## config.mk

```make
export PLATFORM = sky130hd
export DESIGN_NAME = lcm_cfg_top
export DESIGN_NICKNAME = d
export VERILOG_FILES = /design/src/lcm_pkg.sv /design/src/lcm_sys_mem.sv /design/src/lcm_glyph_map.sv /design/src/lcm_cfg_top.sv
export SDC_FILE = /design/constraint.sdc
export NUM_CORES = 1
export LEC_CHECK = 0
export BUFFER_PORTS_ARGS = -buffer_cell sky130_fd_sc_hd__buf_2
export CAP_MARGIN = 20
export CORE_MARGIN = 8
export CORE_UTILIZATION = 40
export CTS_CLUSTER_SIZE = 25
export DETAILED_ROUTE_END_ITERATION = 10
export HOLD_SLACK_MARGIN = 0.06
export SYNTH_ARGS = -nofsm -noshare
export SYNTH_HDL_FRONTEND = slang
export SYNTH_SLANG_ARGS = --single-unit
```

## constraint.sdc

```tcl
create_clock -name ref_clk -period 2.7 [get_ports ref_clk]
set_input_delay 0.135 -clock ref_clk [delete_from_list [all_inputs] [get_ports ref_clk]]
set_output_delay 0.135 -clock ref_clk [all_outputs]
set_load 0.1 [all_outputs]
```

## src/lcm_pkg.sv

```systemverilog
// Constants and types for the LCD memory configuration register block
// Operation
// - Any configuration write restarts display timing and blanks the display.
// - In indirect mode, a configuration write ends power save.
// - Init command parameter bytes load registers 00h through 07h in order.
// - Compensation bit 5 is inverted: zero enables, one disables.
// - With compensation on, text sits one pixel row below graphics.
// - Fine scroll shifts text right by 1 to 7 pixels.
// - Bit 3 low drives a single panel, high a dual panel.
// - Single panel: layer line counts 00h up to frame height; block four unused.
// - Bit 2 low gives 8-pixel glyphs, high gives 16-pixel glyphs from glyph RAM; ROM glyphs stay 8 rows.
// - Bit 0 low selects fixed glyph ROM, high the user glyph RAM.
// - Fixed glyph ROM holds 160 characters of 5x7 pixels.
// - Glyph RAM holds 256 characters, only 64 of 8x8 while ROM used.
// - Reserved bit 4 resets to one, reserved bit 1 to zero.
package lcm_pkg;

  localparam logic [15:0] MEM_PANEL_CFG_ADDR = 16'h8000;
  localparam logic [15:0] SYS_REG_LAST_ADDR  = 16'h8007;
  localparam logic [7:0]  CFG_RESET          = 8'h10;
  localparam logic [7:0]  CFG_WR_MASK        = 8'h3F;
  localparam logic [7:0]  READ_ZERO          = 8'h00;

  localparam int CFG_SRC_BIT  = 0;
  localparam int CFG_TALL_BIT = 2;
  localparam int CFG_DUAL_BIT = 3;
  localparam int CFG_COMP_BIT = 5;

  localparam logic [2:0] SYS_REG_LAST   = 3'h7;
  localparam logic [2:0] FRAME_HT_INDEX = 3'h5;
  localparam logic [2:0] CFG_INDEX      = 3'h0;

  // Init command opcode; value arbitrary
  localparam logic [7:0] INIT_CMD_CODE = 8'hA5;

  localparam logic [7:0]  ROM_CHAR_COUNT      = 8'hA0;
  localparam logic [7:0]  RAM_CHAR_LIMIT_ROM  = 8'h40;
  localparam logic [2:0]  GLYPH_ROM_ROWS      = 3'h7;
  localparam logic [3:0]  GLYPH_ROWS_SHORT    = 4'h7;
  localparam logic [3:0]  GLYPH_ROWS_TALL     = 4'hF;
  localparam logic [2:0]  SCROLL_MAX          = 3'h7;

  typedef enum logic {
    LCM_IDLE,
    LCM_PARAM
  } lcm_seq_type;

endpackage : lcm_pkg

```

## src/lcm_sys_mem.sv

```systemverilog
// Byte store for system control registers 01h to 07h
`timescale 1ns/1ps
module lcm_sys_mem
(
  // Clock and reset
  input  wire logic       ref_clk,
  input  wire logic       rst,
  // Write port
  input  wire logic       wr_en,
  input  wire logic [2:0] wr_index,
  input  wire logic [7:0] wr_data,
  // Read port
  input  wire logic [2:0] rd_index,
  output logic      [7:0] rd_data_ff,
  // Frame height copy
  output logic      [7:0] frame_height_ff
);
  import lcm_pkg::*;

  logic [7:0] mem_ff [8];

  always_ff @(posedge ref_clk)
  begin
    if (wr_en)
      mem_ff[wr_index] <= wr_data;
  end

  always_ff @(posedge ref_clk)
  begin
    if (rst)
      rd_data_ff <= READ_ZERO;
    else
      rd_data_ff <= mem_ff[rd_index];
  end

  // Kept apart so the line count checks never wait on the read port
  always_ff @(posedge ref_clk)
  begin
    if (rst)
      frame_height_ff <= READ_ZERO;
    else if (wr_en && wr_index == FRAME_HT_INDEX)
      frame_height_ff <= wr_data;
  end

endmodule : lcm_sys_mem

```

## src/lcm_glyph_map.sv

```systemverilog
// Glyph fetch address mapper for the text layer
`timescale 1ns/1ps
module lcm_glyph_map
(
  // Clock and reset
  input  wire logic        ref_clk,
  input  wire logic        rst,
  // Configuration
  input  wire logic        comp_active,
  input  wire logic        glyph_tall,
  input  wire logic        glyph_from_ram,
  input  wire logic [2:0]  fine_scroll,
  input  wire logic [15:0] user_glyph_base,
  // Lookup request
  input  wire logic [7:0]  char_code,
  input  wire logic [3:0]  screen_row,
  input  wire logic [2:0]  screen_col,
  // Lookup result
  output logic      [15:0] glyph_addr_ff,
  output logic      [2:0]  glyph_col_ff,
  output logic             glyph_in_rom_ff,
  output logic             glyph_blank_ff
);
  import lcm_pkg::*;

  logic [3:0]  row_max;
  logic [3:0]  text_row;
  logic        row_blank;
  logic        col_blank;
  logic        code_bad;
  logic        rom_row_bad;
  logic [15:0] rom_addr;
  logic [15:0] ram_addr;

  assign row_max     = glyph_tall ? GLYPH_ROWS_TALL : GLYPH_ROWS_SHORT;
  // Text drops one row below the background layer
  assign row_blank   = comp_active && screen_row == 4'h0;
  assign text_row    = comp_active ? screen_row - 4'h1 : screen_row;
  // Scroll of zero is a no-op; values 1 to 7 push text right
  assign col_blank   = screen_col < fine_scroll;
  assign rom_row_bad = text_row > {1'b0, GLYPH_ROM_ROWS};
  assign code_bad    = glyph_from_ram ? 1'b0
                     : char_code >= ROM_CHAR_COUNT;
  assign rom_addr    = {5'h00, char_code, text_row[2:0]};
  assign ram_addr    = user_glyph_base
                     + (glyph_tall ? {4'h0, char_code, text_row}
                                   : {5'h00, char_code, text_row[2:0]});

  always_ff @(posedge ref_clk)
  begin
    if (rst)
    begin
      glyph_addr_ff   <= 16'h0000;
      glyph_col_ff    <= 3'h0;
      glyph_in_rom_ff <= 1'b1;
      glyph_blank_ff  <= 1'b1;
    end
    else
    begin
      glyph_addr_ff   <= glyph_from_ram ? ram_addr : rom_addr;
      glyph_col_ff    <= screen_col - fine_scroll;
      glyph_in_rom_ff <= ~glyph_from_ram;
      glyph_blank_ff  <= row_blank || col_blank || code_bad
                      || text_row > row_max
                      || (!glyph_from_ram && rom_row_bad);
    end
  end

endmodule : lcm_glyph_map

```

## src/lcm_cfg_top.sv

```systemverilog
// Memory and panel configuration register with host access paths
`timescale 1ns/1ps
module lcm_cfg_top
(
  // Clock and reset
  input  wire logic        ref_clk,
  input  wire logic        rst,
  // Host pins, asynchronous to ref_clk
  input  wire logic        host_wr,
  input  wire logic        host_rd,
  input  wire logic        host_cmd_sel,
  input  wire logic [15:0] host_addr,
  input  wire logic [7:0]  host_wr_data,
  output logic      [7:0]  host_rd_data_ff,
  output logic             host_rd_valid_ff,
  // Mode strap level
  input  wire logic        indirect_mode,
  // Neighbouring logic, same clock
  input  wire logic        display_on,
  input  wire logic        power_save_enter,
  input  wire logic [2:0]  fine_scroll,
  input  wire logic [15:0] user_glyph_base,
  input  wire logic [7:0]  layer_one_line_count,
  input  wire logic [7:0]  layer_two_line_count,
  // Configuration outputs
  output logic             timing_restart_ff,
  output logic             display_enable_ff,
  output logic             power_save_ff,
  output logic             origin_compensation,
  output logic             dual_panel,
  output logic             fourth_block_start_valid,
  output logic             glyph_height_select,
  output logic             glyph_source_select,
  output logic             layer_one_count_ok_ff,
  output logic             layer_two_count_ok_ff,
  // Glyph lookup
  input  wire logic [7:0]  char_code,
  input  wire logic [3:0]  screen_row,
  input  wire logic [2:0]  screen_col,
  output logic      [15:0] glyph_addr_ff,
  output logic      [2:0]  glyph_col_ff,
  output logic             glyph_in_rom_ff,
  output logic             glyph_blank_ff
);
  import lcm_pkg::*;

  // Settled when the second and third stages agree
  function automatic logic stage_edge(input logic [2:0] s,
                                      input logic       lvl);
    stage_edge = (s[1] == s[2]) && (s[2] != lvl) && s[2];
  endfunction : stage_edge

  function automatic logic count_ok(input logic [7:0] cnt,
                                    input logic [7:0] fh,
                                    input logic       dual);
    logic [8:0] half;
    half = ({1'b0, fh} + 9'h001) >> 1;
    if (dual)
      count_ok = {1'b0, cnt} == half - 9'h001;
    else
      count_ok = cnt <= fh;
  endfunction : count_ok

  logic [2:0]  wr_sync_ff;
  logic [2:0]  rd_sync_ff;
  logic [2:0]  mode_sync_ff;
  logic        wr_lvl_ff;
  logic        rd_lvl_ff;
  logic        indirect_ff;
  logic [7:0]  cfg_ff;
  logic [7:0]  nxt_cfg;
  logic [2:0]  param_idx_ff;
  logic [2:0]  nxt_param_idx;
  lcm_seq_type seq_ff;
  lcm_seq_type nxt_seq;
  logic        rd_pend_ff;
  logic        rd_cfg_ff;
  logic        rd_mem_ff;
  logic [7:0]  frame_height;
  logic [7:0]  mem_rd_data;

  logic        wr_seen;
  logic        rd_seen;
  logic        addr_cfg;
  logic        addr_sys;
  logic        direct_wr;
  logic        init_cmd;
  logic        param_wr;
  logic        cfg_wr;
  logic        mem_wr;
  logic [2:0]  wr_index;
  logic [7:0]  rd_mux;

  // Pin sampling; stage 0 feeds only stage 1
  always_ff @(posedge ref_clk)
  begin
    if (rst)
    begin
      wr_sync_ff   <= 3'h0;
      rd_sync_ff   <= 3'h0;
      mode_sync_ff <= 3'h0;
    end
    else
    begin
      wr_sync_ff   <= {wr_sync_ff[1:0], host_wr};
      rd_sync_ff   <= {rd_sync_ff[1:0], host_rd};
      mode_sync_ff <= {mode_sync_ff[1:0], indirect_mode};
    end
  end

  always_ff @(posedge ref_clk)
  begin
    if (rst)
    begin
      wr_lvl_ff   <= 1'b0;
      rd_lvl_ff   <= 1'b0;
      indirect_ff <= 1'b0;
    end
    else
    begin
      if (wr_sync_ff[1] == wr_sync_ff[2])
        wr_lvl_ff <= wr_sync_ff[2];
      if (rd_sync_ff[1] == rd_sync_ff[2])
        rd_lvl_ff <= rd_sync_ff[2];
      if (mode_sync_ff[1] == mode_sync_ff[2])
        indirect_ff <= mode_sync_ff[2];
    end
  end

  // Address and data must be stable for the whole strobe
  assign wr_seen   = stage_edge(wr_sync_ff, wr_lvl_ff);
  assign rd_seen   = stage_edge(rd_sync_ff, rd_lvl_ff);
  assign addr_cfg  = host_addr == MEM_PANEL_CFG_ADDR;
  assign addr_sys  = host_addr >= MEM_PANEL_CFG_ADDR
                  && host_addr <= SYS_REG_LAST_ADDR;
  assign direct_wr = wr_seen && !indirect_ff && addr_sys;
  assign init_cmd  = wr_seen && indirect_ff && host_cmd_sel
                  && host_wr_data == INIT_CMD_CODE;
  assign param_wr  = wr_seen && indirect_ff && !host_cmd_sel
                  && seq_ff == LCM_PARAM;
  assign wr_index  = param_wr ? param_idx_ff : host_addr[2:0];
  assign cfg_wr    = (direct_wr && addr_cfg)
                  || (param_wr && param_idx_ff == CFG_INDEX);
  assign mem_wr    = (direct_wr || param_wr) && wr_index != CFG_INDEX;

  // Parameter sequencer for the init command
  always_comb
  begin
    nxt_seq       = seq_ff;
    nxt_param_idx = param_idx_ff;
    case (seq_ff)
      LCM_IDLE:
      begin
        if (init_cmd)
        begin
          nxt_seq       = LCM_PARAM;
          nxt_param_idx = CFG_INDEX;
        end
      end
      LCM_PARAM:
      begin
        if (wr_seen && indirect_ff && host_cmd_sel)
        begin
          // Another command aborts a short parameter list
          nxt_seq       = init_cmd ? LCM_PARAM : LCM_IDLE;
          nxt_param_idx = CFG_INDEX;
        end
        else if (param_wr)
        begin
          nxt_param_idx = param_idx_ff + 3'h1;
          if (param_idx_ff == SYS_REG_LAST)
            nxt_seq = LCM_IDLE;
        end
      end
      default:
      begin
        nxt_seq       = LCM_IDLE;
        nxt_param_idx = CFG_INDEX;
      end
    endcase
  end

  always_ff @(posedge ref_clk)
  begin
    if (rst || !indirect_ff)
    begin
      seq_ff       <= LCM_IDLE;
      param_idx_ff <= CFG_INDEX;
    end
    else
    begin
      seq_ff       <= nxt_seq;
      param_idx_ff <= nxt_param_idx;
    end
  end

  // Top bits forced low; reserved bits kept as written
  assign nxt_cfg = host_wr_data & CFG_WR_MASK;

  always_ff @(posedge ref_clk)
  begin
    if (rst)
      cfg_ff <= CFG_RESET;
    else if (cfg_wr)
      cfg_ff <= nxt_cfg;
  end

  // Write side effects; the write wins over a same-cycle enable
  always_ff @(posedge ref_clk)
  begin
    if (rst)
    begin
      timing_restart_ff <= 1'b0;
      display_enable_ff <= 1'b0;
      power_save_ff     <= 1'b0;
    end
    else
    begin
      timing_restart_ff <= cfg_wr;
      if (cfg_wr)
        display_enable_ff <= 1'b0;
      else if (display_on)
        display_enable_ff <= 1'b1;
      if (cfg_wr && indirect_ff)
        power_save_ff <= 1'b0;
      else if (power_save_enter)
        power_save_ff <= 1'b1;
    end
  end

  assign origin_compensation      = ~cfg_ff[CFG_COMP_BIT];
  assign dual_panel               = cfg_ff[CFG_DUAL_BIT];
  assign fourth_block_start_valid = cfg_ff[CFG_DUAL_BIT];
  assign glyph_height_select      = cfg_ff[CFG_TALL_BIT];
  assign glyph_source_select      = cfg_ff[CFG_SRC_BIT];

  lcm_sys_mem u_sys_mem
  (
    .ref_clk         (ref_clk),
    .rst             (rst),
    .wr_en           (mem_wr),
    .wr_index        (wr_index),
    .wr_data         (host_wr_data),
    .rd_index        (host_addr[2:0]),
    .rd_data_ff      (mem_rd_data),
    .frame_height_ff (frame_height)
  );

  // Read path: the store answers one cycle after the strobe settles
  always_ff @(posedge ref_clk)
  begin
    if (rst)
    begin
      rd_pend_ff <= 1'b0;
      rd_cfg_ff  <= 1'b0;
      rd_mem_ff  <= 1'b0;
    end
    else
    begin
      rd_pend_ff <= rd_seen && !indirect_ff;
      rd_cfg_ff  <= addr_cfg;
      rd_mem_ff  <= addr_sys && !addr_cfg;
    end
  end

  assign rd_mux = rd_cfg_ff ? cfg_ff
                : rd_mem_ff ? mem_rd_data
                : READ_ZERO;

  always_ff @(posedge ref_clk)
  begin
    if (rst)
    begin
      host_rd_data_ff  <= READ_ZERO;
      host_rd_valid_ff <= 1'b0;
    end
    else
    begin
      host_rd_valid_ff <= rd_pend_ff;
      if (rd_pend_ff)
        host_rd_data_ff <= rd_mux;
    end
  end

  // Line count range checks follow the panel organisation
  always_ff @(posedge ref_clk)
  begin
    if (rst)
    begin
      layer_one_count_ok_ff <= 1'b1;
      layer_two_count_ok_ff <= 1'b1;
    end
    else
    begin
      layer_one_count_ok_ff <= count_ok(layer_one_line_count,
                                        frame_height,
                                        dual_panel);
      layer_two_count_ok_ff <= count_ok(layer_two_line_count,
                                        frame_height,
                                        dual_panel);
    end
  end

  lcm_glyph_map u_glyph_map
  (
    .ref_clk         (ref_clk),
    .rst             (rst),
    .comp_active     (origin_compensation),
    .glyph_tall      (glyph_height_select),
    .glyph_from_ram  (glyph_source_select),
    .fine_scroll     (fine_scroll),
    .user_glyph_base (user_glyph_base),
    .char_code       (char_code),
    .screen_row      (screen_row),
    .screen_col      (screen_col),
    .glyph_addr_ff   (glyph_addr_ff),
    .glyph_col_ff    (glyph_col_ff),
    .glyph_in_rom_ff (glyph_in_rom_ff),
    .glyph_blank_ff  (glyph_blank_ff)
  );

endmodule : lcm_cfg_top

```

==> impl_metrics.toml <==
[outcome]
outcome = "finished, final reports clean"

[global_route]
met2_usage = 0.245
grt_overflow_total = 0
grt_pass1_wl_um = 27700
antenna_found_initial = 3
grt_usage = 0.160
grt_pass1_vias = 5368
grt_use_met3 = 0.0514
use_met1 = 0.208
grt_max_degree = 40
busiest_layer = "met2"

[sta]
finalSetupViolations = 0
fmax_ghz = 0.399
slew_headroom = 0.393
report.final.slew_viol_count = 0
finalCritPeriodShare = 0.929
holdWs_ns = 0.0822
setup_tns_ns = 0
worst_pin_slew_ns = 0.910
fin_skew_ns = 0.00760
rsz0062_at_grt = "false"
finalHoldViolations = 0
fin_crit_ns = 2.51

[setup_path]
startpoint_type = "flip-flop"
endpoint_kind = "flip-flop"
worstPathMaxFanout = 6
arrival_ns = 2.87
required_ns = 3.06
critical_path_class = "reg2reg"

[placed_design]
numPortBuffers = 121
gp_congestion = 0.886
dp_hpwl_um = 12400
dpl_cell_area_um2 = 7880

[route]
vias = 5311
first_pass_iters = 4
drc = 0
routed_wl_um = 17200
detail_route.wl_per_cell_um = 16.7
drt-initial-drc-count = 373
final_antenna_net_count = 0
vias_per_cell = 5.16

[clock_tree]
htreeDepth = 4
clock_latency_ns = 0.42
clock_path_buffers = 2
clkTransAtPathRegs_ns = 0.06
postCtsSetupBuffers = 0
cts_made_buffers = 17
cts_tree = "built"
root_buffer = "clkbuf_16"
clock-sinks = 140

[floorplanning]
die_x_um = 148
dieArea_um2 = 21900
io_pins = 122
std_cell_rows = 48
core_um2 = 17200
die_h_um = 148
initial_core_util = 0.406

[layout]
design_area_um2 = 8700
drive_gt1_frac = 0.258
syn_to_final_growth_pct = 24.7
nets = 912

[logic_synthesis]
yosysWarningCount = 0
synth_top_family_by_area = "simple AND/OR/NAND/NOR gates"
synth_seq_cells = 140
post-synth-top-area-cell = "edfxtp_1"
synth.area.top_cells = "edfxtp_1 28%, dfxtp_1 22%, ha_1 6.8%"
syn-cell-area_um2 = 6970
synth.avg_cell_area_um2 = 11.0
yosys.cell_types.count = 65
synth-adder-area-share = 0.0739
synth-main-ff-cell = "dfxtp_1"
synthSimpleGateAreaFrac = 0.140
synth_top_area_share = 0.276
synth_compound_area_frac = 0.105
synthArstFlopShare = 0
synth_edf_count = 64
synth_seq_area_share = 0.494
synth_cells = 634
synthXorXnorAreaFrac = 0.0501
synthMuxAreaShare = 0.104

[hold_path]
hold_path.class = "in2reg"

[power_and_ir_drop]
irDropWorstVdd_v = 0.000545
power_density_nw_per_um2 = 598
p_leak_uw = 0.00343

[job]
max_cap_viol_count = 0
## state kept, by name, summed over array words and instances (netlist names), 3 cells and up
| register | flops |
|---|---|
| cfg_ff | 6 |
| host_rd_data_ff | 8 |
| mode_sync_ff | 3 |
| param_idx_ff | 3 |
| rd_sync_ff | 3 |
| u_glyph_map.glyph_addr_ff | 16 |
| u_glyph_map.glyph_col_ff | 3 |
| u_sys_mem.frame_height_ff | 8 |
| u_sys_mem.mem_ff | 64 |
| u_sys_mem.rd_data_ff | 8 |
| wr_sync_ff | 3 |
## final timing paths
path | startpoint | end | slack, ns | cells past startpoint
worst max-delay path | u_sys_mem.frame_height_ff[0]$_SDFFE_PP0P_ | layer_two_count_ok_ff$_SDFF_PP1_ | 0.19 | 8
worst min-delay path | host_wr_data[5] | u_sys_mem.mem_ff[0][5]$_DFFE_PP_ | 0.08 | 1
worst max register to register | u_sys_mem.frame_height_ff[0]$_SDFFE_PP0P_ | layer_two_count_ok_ff$_SDFF_PP1_ | 0.19 | 8
worst min register to register | wr_sync_ff[0]$_SDFF_PP0_ | wr_sync_ff[1]$_SDFF_PP0_ | 0.44 | 1
## per-layer routing
metal | up-vias | part of all wire
met4 | 2 | 0.012
met1 | 2535 | 0.47
met3 | 18 | 0.062
met2 | 141 | 0.46
met5 | - | 0.00070
li1 | 2615 | -
## layout by cell type (no fill, tap or decap), types with 5 or more instances in the layout
| cell | count |
|---|---|
| a211oi_1 | 10 |
| nor2b_1 | 24 |
| nor3_1 | 10 |
| a21o_1 | 5 |
| nand2_1 | 33 |
| ha_1 | 38 |
| a22oi_1 | 7 |
| edfxtp_1 | 64 |
| o21ai_0 | 21 |
| xor2_1 | 6 |
| nor2_1 | 64 |
| mux4_2 | 16 |
| inv_1 | 25 |
| mux2_2 | 7 |
| buf_4 | 13 |
| xnor2_1 | 32 |
| buf_2 | 121 |
| nor3b_1 | 6 |
| a21oi_1 | 35 |
| dlygate4sd3_1 | 22 |
| mux2i_1 | 26 |
| nand4_1 | 11 |
| nand2b_1 | 10 |
| nor4_1 | 6 |
| a31oi_1 | 8 |
| conb_1 | 8 |
| clkbuf_16 | 17 |
| dfxtp_1 | 74 |
| nand3_1 | 7 |
## cell families (layout without fill, tap and decap cells)
kind of cell | count (synthesis) | in the layout
simple gates | 192 | 192
flops | 140 | 140
compound gates | 116 | 116
buf+inv | 55 | 217
mux | 51 | 51
fa+ha+maj | 40 | 40
xor+xnor | 39 | 39
other cells | 1 | 10
## critical path, cell delays in order (launching register included)
cell and delay, ns:
dfxtp_1 0.31, ha_1 0.41, and3b_1 0.21, a31oi_1 0.42, mux2i_1 0.34, nand2b_1 0.20, nor2_1 0.06, a311oi_1 0.28
a41o_1 0.22
## Yosys cell counts (all sizes together), types with 11 or more instances
master  count
mux2i      28
o21ai      23
xnor2      33
ha         38
nor2       66
nor2b      24
inv        29
edfxtp     64
dfxtp      76
nand2      34
buf        13
clkbuf     13
mux4       16
a21oi      38
nand4      11
## power by group
group,internal (µW),switching [µW]
clock network,1440,868
logic,231,389
registers,2260,12.8
## repair_timing
item                                    CTS  global route
hold buffers                             22             0
endpoints found under the setup margin    0             1
endpoints found under the hold margin    37             0
gates resized for setup                   0             1
## area by class of cell
| class | count | area [µm²] |
|---|---|---|
| Clock buffer | 20 | 437 |
| Antenna cell | 2 | 5.00 |
| Inverter | 29 | 115 |
| Multi-Input combinational cell | 446 | 3340 |
| Tap cell | 225 | 282 |
| Sequential cell | 140 | 3450 |
| Fill cell | 1552 | 8480 |
| Clock inverter | 12 | 148 |
| Timing Repair Buffer | 156 | 923 |
## stage by stage
step | setup slack (ns) | power (µW) | std cells | utilization
floorplan | -0.0317 | 2720 | 641 | -
CTS | 0.133 | 5250 | 1028 | 0.506
finish | 0.193 | 5200 | 1030 | 0.506
global route | 0.0103 | 5400 | 1030 | 0.506
global placement | 0.195 | 2890 | 974 | 0.459
detailed placement | 0.100 | 2910 | 974 | 0.459
Power figures use the tool's default switching activity.
